==> src/usart_regs.vh <==
// Register map, field positions, reset values and timing counts
`ifndef USART_REGS_VH
`define USART_REGS_VH
`define ADDR_TXSC 9'h117
`define ADDR_RXSC 9'h118
`define ADDR_BAUD 9'h119
`define ADDR_RXDATA 9'h11a
`define ADDR_TXDATA 9'h11b
`define TX_MASTER 7
`define TX_NINE 6
`define TX_EN 5
`define TX_SYNC 4
`define TX_POL 3
`define TX_STOP1 2
`define TX_EMPTY 1
`define TX_BIT9 0
`define RX_PORT_EN 7
`define RX_NINE 6
`define RX_SINGLE 5
`define RX_CONT 4
`define RX_IDLE 3
`define RX_FRAMING_ERROR 2
`define RX_OVERRUN_ERROR 1
`define RX_BIT9 0
`define TXSC_RESET 8'h02
`define RXSC_RESET 8'h00
`define BAUD_RESET 8'h00
`define OVERSAMPLE 5'h10
`define HALF_BIT 5'h08
`define SYNC_BIT 5'h04
`define SYNC_HALF 5'h02
`endif

==> src/usart_rx_status.v <==
// Serial port status and control registers, baud timer, receiver, sender
//
// What this block does
// - Async stop select: 1 gives one stop bit, 0 gives two.
// - Read-only flag shows 1 when the transmit shift register is empty.
// - Nine-bit send puts the ninth transmit bit after the data byte.
// - Synchronous mode: either receive enable overrides transmit enable.
// - Port enable owns the pins; clearing it holds serial logic in reset.
// - Nine-bit receive select assembles nine data bits, else eight.
// - Single receive works only in synchronous master mode.
// - Continuous receive enables receiver and beats single receive.
// - Idle flag is 1 while idle, 0 from start bit to the stop bit centre.
// - Framing flag belongs to the character just read from the buffer.
// - Overrun sets on overflow, clears when continuous receive is cleared.
// - Ninth received bit is shown for the character just read.
// - Eight-bit free-running baud timer set by the divisor register.
// - Writing the divisor restarts the baud timer at once.
// - Bit rate is clock/16(n+1) async and clock/4(n+1) synchronous master; a sync slave follows the external clock.
// - Two-entry receive buffer; a third character sets overrun, halts.
// - Async start bit checked at half bit, data sampled at bit centres.
// - Available flag stays set while characters wait; a read pops one.
//
// Local design decision: the address-and-strobe port.
`timescale 1ns/1ns
`include "usart_regs.vh"
module usart_rx_status (
   // Clock and reset
   input wire core_clk,
   input wire sys_rst,
   // Register port
   input wire [8:0] reg_addr,
   input wire [7:0] reg_wdata,
   input wire reg_wr,
   input wire reg_rd,
   output reg [7:0] reg_rdata,
   // Serial pins
   input wire rx_data_pin_in,
   output reg rx_data_pin_out,
   output reg rx_data_pin_oe_n,
   input wire tx_clock_pin_in,
   output reg tx_clock_pin_out,
   output reg tx_clock_pin_oe_n,
   // Status to the core
   output wire rx_available_flag,
   output wire baud_tick
);
   localparam R_IDLE = 4'b0001;
   localparam R_START = 4'b0010;
   localparam R_DATA = 4'b0100;
   localparam R_STOP = 4'b1000;
   localparam T_IDLE = 2'b01;
   localparam T_SEND = 2'b10;

   function hit;
      input [8:0] a;
      input [8:0] off;
      begin
         hit = (a == off);
      end
   endfunction

   reg [7:0] txsc_reg;
   reg port_en_reg, rx_nine_reg, single_rx_enable_reg, continuous_rx_enable_reg;
   reg [7:0] baud_divisor_reg;
   reg [7:0] baud_cnt_reg;
   reg rx_meta_reg, rx_s_reg, rx_prev_reg;
   reg ck_meta_reg, ck_s_reg, ck_prev_reg;
   reg [3:0] rx_state_reg;
   reg [4:0] rx_cnt_reg;
   reg [3:0] rx_bits_reg;
   reg [8:0] rx_shift_reg;
   reg push_reg, push_framing_error_reg;
   reg [8:0] push_data_reg;
   reg [9:0] fifo_mem [0:1];
   reg wr_ptr_reg, rd_ptr_reg;
   reg [1:0] count_reg;
   reg overrun_reg, framing_error_reg, ninth_reg;
   reg [1:0] tx_state_reg;
   reg [4:0] tx_cnt_reg;
   reg [3:0] tx_bits_reg;
   reg [11:0] tx_shift_reg;

   wire sync = txsc_reg[`TX_SYNC];
   wire master = txsc_reg[`TX_MASTER];
   wire pol = txsc_reg[`TX_POL];
   wire wr_txsc = reg_wr & hit(reg_addr, `ADDR_TXSC);
   wire wr_rxsc = reg_wr & hit(reg_addr, `ADDR_RXSC);
   wire wr_baud = reg_wr & hit(reg_addr, `ADDR_BAUD);
   wire wr_txd = reg_wr & hit(reg_addr, `ADDR_TXDATA);
   wire pop = reg_rd & hit(reg_addr, `ADDR_RXDATA) & (count_reg != 2'd0);
   wire rx_req = sync ? (continuous_rx_enable_reg | (single_rx_enable_reg & master)) : continuous_rx_enable_reg;
   wire rx_on = port_en_reg & ~overrun_reg & rx_req;
   wire tx_go = port_en_reg & txsc_reg[`TX_EN] & (~sync | master)
      & ~(sync & (continuous_rx_enable_reg | single_rx_enable_reg));
   wire [3:0] nbits = rx_nine_reg ? 4'd9 : 4'd8;
   wire [4:0] bit_len = sync ? `SYNC_BIT : `OVERSAMPLE;
   wire ck_eff = ck_s_reg ^ pol;
   wire ck_eff_prev = ck_prev_reg ^ pol;
   wire rx_idle = (rx_state_reg == R_IDLE);
   wire tx_empty = (tx_state_reg == T_IDLE);
   // async samples per bit 16, sync 4
   wire samp = sync ? (master ? (baud_tick & rx_cnt_reg == `SYNC_HALF - 5'd1)
      : (ck_eff_prev & ~ck_eff))
      : (baud_tick & rx_cnt_reg == `OVERSAMPLE - 5'd1);
   assign rx_available_flag = (count_reg != 2'd0);
   assign baud_tick = port_en_reg & (baud_cnt_reg == baud_divisor_reg);

   ////////////////////////////////////////////////////////////////////////
   // Control registers
   always @(posedge core_clk or posedge sys_rst) begin
      if (sys_rst) begin
         txsc_reg <= `TXSC_RESET;
         port_en_reg <= 1'b0;
         rx_nine_reg <= 1'b0;
         single_rx_enable_reg <= 1'b0;
         continuous_rx_enable_reg <= 1'b0;
         baud_divisor_reg <= `BAUD_RESET;
      end else begin
         if (wr_txsc)
            txsc_reg <= reg_wdata;
         if (wr_rxsc) begin
            port_en_reg <= reg_wdata[`RX_PORT_EN];
            rx_nine_reg <= reg_wdata[`RX_NINE];
            single_rx_enable_reg <= reg_wdata[`RX_SINGLE];
            continuous_rx_enable_reg <= reg_wdata[`RX_CONT];
         end else if (push_reg & sync) begin
            single_rx_enable_reg <= 1'b0;
         end
         if (wr_baud)
            baud_divisor_reg <= reg_wdata;
      end
   end

   ////////////////////////////////////////////////////////////////////////
   // Baud timer and pin synchronisers
   always @(posedge core_clk or posedge sys_rst) begin
      if (sys_rst) begin
         baud_cnt_reg <= 8'h00;
         rx_meta_reg <= 1'b1;
         rx_s_reg <= 1'b1;
         rx_prev_reg <= 1'b1;
         ck_meta_reg <= 1'b0;
         ck_s_reg <= 1'b0;
         ck_prev_reg <= 1'b0;
      end else begin
         if (!port_en_reg || wr_baud)
            baud_cnt_reg <= 8'h00;
         else if (baud_cnt_reg == baud_divisor_reg)
            baud_cnt_reg <= 8'h00;
         else
            baud_cnt_reg <= baud_cnt_reg + 8'h01;
         rx_meta_reg <= rx_data_pin_in;
         rx_s_reg <= rx_meta_reg;
         rx_prev_reg <= rx_s_reg;
         ck_meta_reg <= tx_clock_pin_in;
         ck_s_reg <= ck_meta_reg;
         ck_prev_reg <= ck_s_reg;
      end
   end

   ////////////////////////////////////////////////////////////////////////
   // Receiver
   always @(posedge core_clk or posedge sys_rst) begin
      if (sys_rst) begin
         rx_state_reg <= R_IDLE;
         rx_cnt_reg <= 5'h00;
         rx_bits_reg <= 4'h0;
         rx_shift_reg <= 9'h000;
         push_reg <= 1'b0;
         push_framing_error_reg <= 1'b0;
         push_data_reg <= 9'h000;
      end else begin
         push_reg <= 1'b0;
         if (baud_tick)
            rx_cnt_reg <= (rx_cnt_reg == bit_len - 5'd1) ? 5'h00
               : rx_cnt_reg + 5'd1;
         if (!rx_on) begin
            rx_state_reg <= R_IDLE;
            rx_cnt_reg <= 5'h00;
         end else begin
            case (rx_state_reg)
               R_IDLE: begin
                  rx_cnt_reg <= 5'h00;
                  rx_bits_reg <= 4'h0;
                  if (sync)
                     rx_state_reg <= R_DATA;
                  else if (rx_prev_reg & ~rx_s_reg)
                     rx_state_reg <= R_START;
               end
               R_START: begin
                  if (baud_tick && rx_cnt_reg == `HALF_BIT - 5'd1) begin
                     rx_cnt_reg <= 5'h00;
                     rx_state_reg <= rx_s_reg ? R_IDLE : R_DATA;
                  end
               end
               R_DATA: begin
                  if (samp) begin
                     rx_shift_reg <= {rx_s_reg, rx_shift_reg[8:1]};
                     rx_bits_reg <= rx_bits_reg + 4'd1;
                     if (rx_bits_reg == nbits - 4'd1) begin
                        rx_state_reg <= sync ? R_IDLE : R_STOP;
                        push_reg <= sync;
                        push_framing_error_reg <= 1'b0;
                        push_data_reg <= rx_nine_reg
                           ? {rx_s_reg, rx_shift_reg[8:1]}
                           : {1'b0, rx_s_reg, rx_shift_reg[8:2]};
                     end
                  end
               end
               R_STOP: begin
                  if (samp) begin
                     push_reg <= 1'b1;
                     push_framing_error_reg <= ~rx_s_reg;
                     rx_state_reg <= R_IDLE;
                  end
               end
               default: rx_state_reg <= R_IDLE;
            endcase
         end
      end
   end

   ////////////////////////////////////////////////////////////////////////
   // Receive buffer and error flags
   always @(posedge core_clk or posedge sys_rst) begin
      if (sys_rst) begin
         wr_ptr_reg <= 1'b0;
         rd_ptr_reg <= 1'b0;
         count_reg <= 2'd0;
         overrun_reg <= 1'b0;
         framing_error_reg <= 1'b0;
         ninth_reg <= 1'b0;
         fifo_mem[0] <= 10'h000;
         fifo_mem[1] <= 10'h000;
      end else if (!port_en_reg) begin
         wr_ptr_reg <= 1'b0;
         rd_ptr_reg <= 1'b0;
         count_reg <= 2'd0;
         overrun_reg <= 1'b0;
         framing_error_reg <= 1'b0;
         ninth_reg <= 1'b0;
      end else begin
         if (push_reg && (count_reg != 2'd2 || pop)) begin
            fifo_mem[wr_ptr_reg] <= {push_framing_error_reg, push_data_reg};
            wr_ptr_reg <= ~wr_ptr_reg;
         end
         if (pop) begin
            rd_ptr_reg <= ~rd_ptr_reg;
            framing_error_reg <= fifo_mem[rd_ptr_reg][9];
            ninth_reg <= fifo_mem[rd_ptr_reg][8];
         end
         if (push_reg && (count_reg != 2'd2 || pop) && !pop)
            count_reg <= count_reg + 2'd1;
         else if (pop && !push_reg)
            count_reg <= count_reg - 2'd1;
         if (push_reg && count_reg == 2'd2 && !pop)
            overrun_reg <= 1'b1;
         else if ((wr_rxsc && !reg_wdata[`RX_CONT] && continuous_rx_enable_reg)
            || (pop && sync && !continuous_rx_enable_reg))
            overrun_reg <= 1'b0;
      end
   end

   ////////////////////////////////////////////////////////////////////////
   // Transmitter; no holding register, so a write while busy is dropped
   always @(posedge core_clk or posedge sys_rst) begin
      if (sys_rst) begin
         tx_state_reg <= T_IDLE;
         tx_cnt_reg <= 5'h00;
         tx_bits_reg <= 4'h0;
         tx_shift_reg <= 12'hfff;
      end else if (!tx_go) begin
         tx_state_reg <= T_IDLE;
         tx_cnt_reg <= 5'h00;
         tx_shift_reg <= 12'hfff;
      end else begin
         case (tx_state_reg)
            T_IDLE: begin
               tx_cnt_reg <= 5'h00;
               if (wr_txd) begin
                  tx_state_reg <= T_SEND;
                  tx_shift_reg <= sync
                     ? {3'b111, txsc_reg[`TX_BIT9] | ~txsc_reg[`TX_NINE],
                        reg_wdata}
                     : {2'b11, txsc_reg[`TX_BIT9] | ~txsc_reg[`TX_NINE],
                        reg_wdata, 1'b0};
                  tx_bits_reg <= sync
                     ? (txsc_reg[`TX_NINE] ? 4'd9 : 4'd8)
                     : 4'd10 + {3'b000, txsc_reg[`TX_NINE]}
                        + {3'b000, ~txsc_reg[`TX_STOP1]};
               end
            end
            T_SEND: begin
               if (baud_tick) begin
                  if (tx_cnt_reg == bit_len - 5'd1) begin
                     tx_cnt_reg <= 5'h00;
                     tx_shift_reg <= {1'b1, tx_shift_reg[11:1]};
                     tx_bits_reg <= tx_bits_reg - 4'd1;
                     if (tx_bits_reg == 4'd1)
                        tx_state_reg <= T_IDLE;
                  end else begin
                     tx_cnt_reg <= tx_cnt_reg + 5'd1;
                  end
               end
            end
            default: tx_state_reg <= T_IDLE;
         endcase
      end
   end

   ////////////////////////////////////////////////////////////////////////
   // Pin drive and register read-back
   wire ck_level = ((rx_state_reg == R_DATA) & master & sync
      & (rx_cnt_reg < `SYNC_HALF))
      | (~tx_empty & sync & (tx_cnt_reg < `SYNC_HALF));
   always @(posedge core_clk or posedge sys_rst) begin
      if (sys_rst) begin
         rx_data_pin_out <= 1'b1;
         rx_data_pin_oe_n <= 1'b1;
         tx_clock_pin_out <= 1'b1;
         tx_clock_pin_oe_n <= 1'b1;
         reg_rdata <= 8'h00;
      end else begin
         // pins belong to port when enabled
         tx_clock_pin_oe_n <= ~(port_en_reg & (~sync | master));
         tx_clock_pin_out <= sync ? (ck_level ^ pol)
            : (tx_shift_reg[0] ^ pol);
         rx_data_pin_oe_n <= ~(port_en_reg & sync & ~tx_empty);
         rx_data_pin_out <= tx_shift_reg[0];
         reg_rdata <= 8'h00;
         if (reg_rd) begin
            if (hit(reg_addr, `ADDR_TXSC))
               reg_rdata <= {txsc_reg[7:2], tx_empty, txsc_reg[0]};
            else if (hit(reg_addr, `ADDR_RXSC))
               reg_rdata <= {port_en_reg, rx_nine_reg, single_rx_enable_reg, continuous_rx_enable_reg,
                  rx_idle, framing_error_reg, overrun_reg, ninth_reg};
            else if (hit(reg_addr, `ADDR_BAUD))
               reg_rdata <= baud_divisor_reg;
            else if (pop)
               reg_rdata <= fifo_mem[rd_ptr_reg][7:0];
         end
      end
   end
endmodule // usart_rx_status

==> config.mk <==
export PLATFORM = sky130hd
export DESIGN_NAME = usart_rx_status
export DESIGN_NICKNAME = d
export VERILOG_FILES = /design/src/usart_rx_status.v
export VERILOG_INCLUDE_DIRS = /design/src
export SDC_FILE = /design/constraint.sdc
export NUM_CORES = 1
export LEC_CHECK = 0
export BUFFER_PORTS_ARGS = -buffer_cell sky130_fd_sc_hd__buf_2
export CAP_MARGIN = 20
export CELL_PAD_IN_SITES_DETAIL_PLACEMENT = 1
export CELL_PAD_IN_SITES_GLOBAL_PLACEMENT = 2
export CORE_ASPECT_RATIO = 0.75
export CORE_UTILIZATION = 32
export DETAILED_ROUTE_END_ITERATION = 6
export GPL_TIMING_DRIVEN = 0
export PLACE_DENSITY_LB_ADDON = 0.1
export SLEW_MARGIN = 10
export SYNTH_ARGS = -nofsm -noshare
export SYNTH_HDL_FRONTEND = slang
export SYNTH_SLANG_ARGS = --single-unit
==> constraint.sdc <==
create_clock -name core_clk -period 4.8 [get_ports core_clk]
set_input_delay 0.72 -clock core_clk [delete_from_list [all_inputs] [get_ports core_clk]]
set_output_delay 0.72 -clock core_clk [all_outputs]
set_load 0.01 [all_outputs]
; After elaboration in Yosys (flattened, before gate mapping)
; Index checks and enable logic that the tools add are counted.
[word_totals]
regBits = 129
latch_bits = 0
ram_bits = 0
rom_bits = 0
input_bits = 23
out_inout_bits = 14
wordCells = 262
memories = 0
[op_classes]
addsub = 11
mul = 0
n_div = 0
magnitude_cmp = 5
eq_ne = 41
shift = 0
n_mux = 84
bitwise = 50
n_reduce_logical = 34
[op_table]
columns = op, count
row1 = 8-bit 2-to-1 mux, 7
row2 = 4-bit 2-to-1 mux, 13
row3 = 10-bit 2-to-1 mux, 5
row4 = 12-bit 2-to-1 mux, 4
row5 = "9-bit equality test, second input constant", 5
row6 = 5-bit 2-to-1 mux, 8
row7 = 1-bit bitwise AND, 27
row8 = 1-bit 2-to-1 mux, 26
row9 = "3-bit inequality test, second input constant", 8
row10 = 12-bit case mux with 2 select lines, 1
row11 = 20-bit bitwise mux, 1
row12 = 5-bit case mux with 2 select lines, 2
row13 = 2-bit 2-to-1 mux, 8
row14 = 4-bit case mux with 2 select lines, 2
row15 = 4-bit case mux with 4 select lines, 1
row16 = 5-bit AND reduction, 3
row17 = "2-bit inequality test, second input constant", 7
row18 = 1-bit inverter, 12
row19 = 4-bit AND reduction, 3
row20 = 1-bit logical AND, 11
row21 = "5-bit by 1-bit adder with 5-bit output, second input constant", 2
row22 = 10-bit demux with 1-bit select, 1
row23 = 5-bit equality test, 2
row24 = "5-bit by 2-bit less-than comparator with 1-bit output, second input constant", 2
row25 = 36 further kinds, 64

; Longest topological paths before layout
[depth]
word_depth = 9
ltp_mapped = 9
mapped_depth_nobuf = 8

; Least setup slack after synthesis
; No wires, ideal clock.
[synth_timing]
path_kind = input -> register
from = input port reg_addr[5]
to = register fifo_mem[0] in the netlist's numbering
setup_ps = 125
arrival_ps = 2550
t_required_ps = 4675
slack_ps = 2125
cell_stages = 7
n_path_buf = 1
cell_sequence = nor4b_1 -> nand3b_1 -> or3_1 -> buf_6 -> a31oi_1 -> nand3_2 -> mux2_2
[synth_via]
elab_chain_cells = 6
[synth_lines]
columns = item, line
row1 = from (decl), usart_rx_status.v:31  ; input wire [8:0] reg_addr,
row2 = 9-bit equality test, usart_rx_status.v:58  ; hit = (a == off);
row3 = 1-bit bitwise AND (2 in a row), usart_rx_status.v:90  ; wire pop = reg_rd & hit(reg_addr, `ADDR_RXDATA) & (count_reg != 2'd0);
row4 = 1-bit logical OR, usart_rx_status.v:243  ; if (push_reg && (count_reg != 2'd2 || pop)) begin
row5 = 1-bit logical AND, usart_rx_status.v:243
row6 = 2-bit AND reduction (no line), --
row7 = "to (signal, indexed assignment)", usart_rx_status.v:244  ; fifo_mem[wr_ptr_reg] <= {push_framing_error_reg, push_data_reg};
row8 = to (decl), usart_rx_status.v:74  ; reg [9:0] fifo_mem [0:1];
; No other way between the ends.
; A chain may end at the register's enable or synchronous reset.

; Worst setup path in the final report
[layout_timing]
from = register baud_cnt_reg[0]
to = output port baud_tick
[layout_via]
elab_chain_cells = 2
[layout_lines]
columns = item, line
row1 = from (decl), usart_rx_status.v:65  ; reg [7:0] baud_cnt_reg;
row2 = from (signal assigned), usart_rx_status.v:151  ; baud_cnt_reg <= baud_cnt_reg + 8'h01;
row3 = 8-bit equality test, usart_rx_status.v:106  ; assign baud_tick = port_en_reg & (baud_cnt_reg == baud_divisor_reg);
row4 = 1-bit bitwise AND, usart_rx_status.v:106
row5 = to (decl), usart_rx_status.v:45  ; output wire baud_tick
; No other way between the ends.

==> impl_metrics.sql <==
INSERT INTO impl_metrics (metric_group, metric, value, unit) VALUES
('pwr', 'pwr-share-comb', '0.033', ''),
('global_route', 'track_usage', '0.187', ''),
('cts', 'tritoncts', 'done', ''),
('worst_hold_path', 'worstHoldPathCells', '0', ''),
('timing', 'fin_hold_viols', '0', ''),
('synthesis', 'synth-edff-count', '0', ''),
('route', 'drt_first_iter_violations', '240', ''),
('timing', 'fin_ws', '1.18', 'ns'),
('setup_path', 'crit_chain', 'xor2_1 -> nor4_1 -> and3_1 -> clkbuf_1 -> buf_2 -> buf_2', ''),
('setup_path', 'depth_of_the_worst_register_to_register_path', '8', ''),
('global_route', 'global_route.usage.met1', '0.279', ''),
('timing', 'grt_setup_unrepaired', 'no', ''),
('global_route', 'global_route.usage.met3', '0.0392', ''),
('setup_path', 'startpoint_type', 'register', ''),
('pwr', 'internal-power', '1970', 'uW'),
('die', 'placeableCoreArea', '0.0187', 'mm^2'),
('die', 'fp.dieH', '122', 'um'),
('timing', 'max-slew-margin-rel', '0.303', ''),
('timing', 'report.final.setup_viol', '0', ''),
('timing', 'achievable-frequency', '276', 'MHz'),
('setup_path', 'maximum_single_stage_delay_on_the_critical_path', '0.86', 'ns'),
('synthesis', 'ys_seq_elements', '125', ''),
('pwr', 'power_per_cell_area', '344', 'mW/mm^2'),
('cts', 'cts.hold.buffers_added', '0', ''),
('route', 'final_antenna_net_count', '0', ''),
('route', 'via_per_inst', '5.17', ''),
('die', 'initial_core_util', '0.330', ''),
('pwr', 'clock_power_share', '0.542', ''),
('setup_path', 'critical_path_class', 'reg2out', ''),
('synthesis', 'syn_inst', '557', ''),
('setup_path', 'timing.critical_path.fanout_max', '10', ''),
('die', 'die_w', '162', 'um'),
('worst_hold_path', 'hold_class', 'reg2reg', ''),
('pwr', 'swShare', '0.217', ''),
('synthesis', 'synth_cell_types', '63', ''),
('global_route', 'initial_antenna_violation_count', '0', ''),
('synthesis', 'synthesis.area_per_instance', '11.1', 'um^2'),
('die', 'dieArea', '0.0198', 'mm^2'),
('pwr', 'netSwitchingPower', '546', 'uW'),
('placed_design', 'sum_of_net_half_perimeters_after_detailed_placement', '12.3', 'mm'),
('synthesis', 'yosys_warnings', '0', ''),
('layout', 'area.growth.synth_to_final', '18.9', '%'),
('setup_path', 'worstReg2RegStart', 'baud_cnt_reg[0]$_DFF_PP0_', ''),
('route', 'via_count', '4527', ''),
('route', 'post_drt_wl_per_cell', '19.4', 'um'),
('layout', 'finish.utilization', '0.393', ''),
('setup_path', 'cp_data_arrival_time', '2.90', 'ns'),
('timing', 'layout_min_cycle_time', '3.62', 'ns'),
('global_route', 'groute.layer.met2.usage', '0.269', ''),
('setup_path', 'timing.critical_path.buf_inv', '3', ''),
('synthesis', 'netlist_top_cells_area', 'sky130_fd_sc_hd__dfrtp_1 43%, sky130_fd_sc_hd__mux2_2 11%, sky130_fd_sc_hd__dfstp_2 8.1%, sky130_fd_sc_hd__mux2i_1 3.4%, sky130_fd_sc_hd__nand2_1 2.7%', ''),
('cts', 'cts_buffer_depth', '2', ''),
('cts', 'clockRootBuffer', 'sky130_fd_sc_hd__clkbuf_16', ''),
('placed_design', 'place.gp.congestion', '0.766', ''),
('setup_path', 'crit_top_cell', 'sky130_fd_sc_hd__buf_2', ''),
('cts', 'clkLatencyLatePin', '0.42', 'ns'),
('synthesis', 'synth.yosys.seq_area_share', '0.511', ''),
('global_route', 'grt_ovf', '0', ''),
('pwr', 'leakagePower', '0.00324', 'uW'),
('flow_run', 'drv_cap', '0', ''),
('timing', 'worst_setup_skew_after_layout', '0.0127', 'ns'),
('layout', 'largest_register_ffs', '20', ''),
('cts', 'cts_repair_resize_count', '0', ''),
('setup_path', 'type_of_element_capturing_the_critical_path', 'output pin', ''),
('timing', 'timing_worst_slew_pin_value', '1.04', 'ns'),
('timing', 'period_share', '0.754', ''),
('layout', 'final_nets', '647', ''),
('status', 'status', 'completed', ''),
('setup_path', 'worstPathRequired', '4.08', 'ns'),
('die', 'fp-row-count', '43', ''),
('layout', 'fraction_of_layout_cells_with_a_size_suffix_above_1', '0.272', '');
-- cell type report --
| type | instances | area (um^2) |
|---|---|---|
| well taps | 247 | 309 |
| clock inverters | 10 | 165 |
| fillers | 2045 | 11300 |
| inverters | 20 | 80.1 |
| repair buffers | 39 | 220 |
| plain buffers | 22 | 98.8 |
| multi-input cells | 390 | 2850 |
| flip-flops and latches | 125 | 3150 |
| clock buffers | 22 | 454 |
-- synth_stat cells (3+ instances only) --
| cell type | number |
|---|---|
| sky130_fd_sc_hd__dfrtp_1 | 106 |
| sky130_fd_sc_hd__mux2_2 | 60 |
| sky130_fd_sc_hd__nand2_1 | 44 |
| sky130_fd_sc_hd__nor2_1 | 41 |
| sky130_fd_sc_hd__o21ai_0 | 26 |
| sky130_fd_sc_hd__mux2i_1 | 21 |
| sky130_fd_sc_hd__a21oi_1 | 19 |
| sky130_fd_sc_hd__dfstp_2 | 19 |
| sky130_fd_sc_hd__inv_1 | 19 |
| sky130_fd_sc_hd__clkbuf_1 | 17 |
| sky130_fd_sc_hd__o211ai_1 | 13 |
| sky130_fd_sc_hd__nand3_1 | 12 |
| sky130_fd_sc_hd__xor2_1 | 12 |
| sky130_fd_sc_hd__and2_1 | 10 |
| sky130_fd_sc_hd__a21boi_0 | 9 |
| sky130_fd_sc_hd__ha_1 | 9 |
| sky130_fd_sc_hd__xnor2_1 | 9 |
| sky130_fd_sc_hd__nor3_1 | 8 |
| sky130_fd_sc_hd__a22oi_1 | 7 |
| sky130_fd_sc_hd__a31oi_1 | 7 |
| sky130_fd_sc_hd__nand3b_1 | 7 |
| sky130_fd_sc_hd__a211oi_1 | 5 |
| sky130_fd_sc_hd__and3_1 | 5 |
| sky130_fd_sc_hd__nand2b_1 | 5 |
| sky130_fd_sc_hd__nor4_1 | 4 |
| sky130_fd_sc_hd__nor4b_1 | 4 |
| sky130_fd_sc_hd__o31ai_1 | 4 |
| sky130_fd_sc_hd__or3_1 | 4 |
| sky130_fd_sc_hd__or3b_2 | 4 |
| sky130_fd_sc_hd__nand4_1 | 3 |
| sky130_fd_sc_hd__or2_2 | 3 |
| sky130_fd_sc_hd__or4b_2 | 3 |
-- logic make-up (layout without fill, tap and decap cells) --
family	Yosys count	after routing	synth area share
XOR/XNOR	21	21	0.0298
AO/OA/AOI/OAI	114	114	0.128
multiplexers	81	81	0.144
flip-flops	125	125	0.511
adder cells (fa/ha/maj)	9	9	0.0183
AND/OR/NAND/NOR	165	165	0.141
buffers and inverters	42	113	0.0282
-- routing by layer --
| metal | vias up | share of wire |
|---|---|---|
| met5 | - | 0 |
| met4 | 0 | 0.011 |
| met3 | 12 | 0.029 |
| met2 | 55 | 0.43 |
| met1 | 2329 | 0.53 |
| li1 | 2131 | - |
-- metrics by stage --
stage,instance area (um^2),hold WS (ns),power [uW],TNS (ns),cells
2_1_floorplan,6170,0.331,1130,0,557
3_3_place_gp,6660,0.341,1170,-98.57,840
3_5_place_dp,6710,0.348,1170,0,843
4_1_cts,7330,0.355,2560,0,875
5_1_grt,7330,0.363,2610,0,875
6_report,7330,0.355,2520,0,875
-- worst max path at each step --
| stage | startpoint | endpoint | slack (ns) | cells past startpoint |
|---|---|---|---|---|
| after detailed placement | reg_addr[5] | fifo_mem[6]$_DFFE_PP0P_ | 1.26 | 8 |
| final | baud_cnt_reg[0]$_DFF_PP0_ | baud_tick | 1.18 | 6 |
| after CTS | baud_cnt_reg[0]$_DFF_PP0_ | baud_tick | 1.14 | 6 |
| after floorplan | sys_rst | baud_cnt_reg[0]$_DFF_PP0_ | 0.78 | 1 |
| after global routing | baud_cnt_reg[0]$_DFF_PP0_ | baud_tick | 0.97 | 6 |
| after global placement | sys_rst | baud_cnt_reg[0]$_DFF_PP0_ | -0.94 | 2 |
-- power groups by stage --
stage	combinational [uW]	clock, uW	sequential, uW
finish	82.7	1360	1070
global route	92.2	1450	1070
CTS	85.2	1400	1070
detailed placement	84.9	0	1090
global placement	79.7	0	1090
floorplan	44.4	0	1090
-- layout by cell type, fill, tap and decap left out, types with 9 or more instances in the layout --
master                      count
sky130_fd_sc_hd__o21ai_0       26
sky130_fd_sc_hd__a21oi_1       19
sky130_fd_sc_hd__ha_1           9
sky130_fd_sc_hd__clkbuf_16     17
sky130_fd_sc_hd__mux2i_1       21
sky130_fd_sc_hd__clkbuf_1      21
sky130_fd_sc_hd__nand3_1       12
sky130_fd_sc_hd__o211ai_1      13
sky130_fd_sc_hd__and2_1        10
sky130_fd_sc_hd__nor2_1        41
sky130_fd_sc_hd__xor2_1        12
sky130_fd_sc_hd__mux2_2        60
sky130_fd_sc_hd__inv_1         18
sky130_fd_sc_hd__buf_2         38
sky130_fd_sc_hd__dfrtp_1      106
sky130_fd_sc_hd__a21boi_0       9
sky130_fd_sc_hd__xnor2_1        9
sky130_fd_sc_hd__dfstp_2       19
sky130_fd_sc_hd__nand2_1       44
Note: power is estimated with default switching activity, not from simulation.
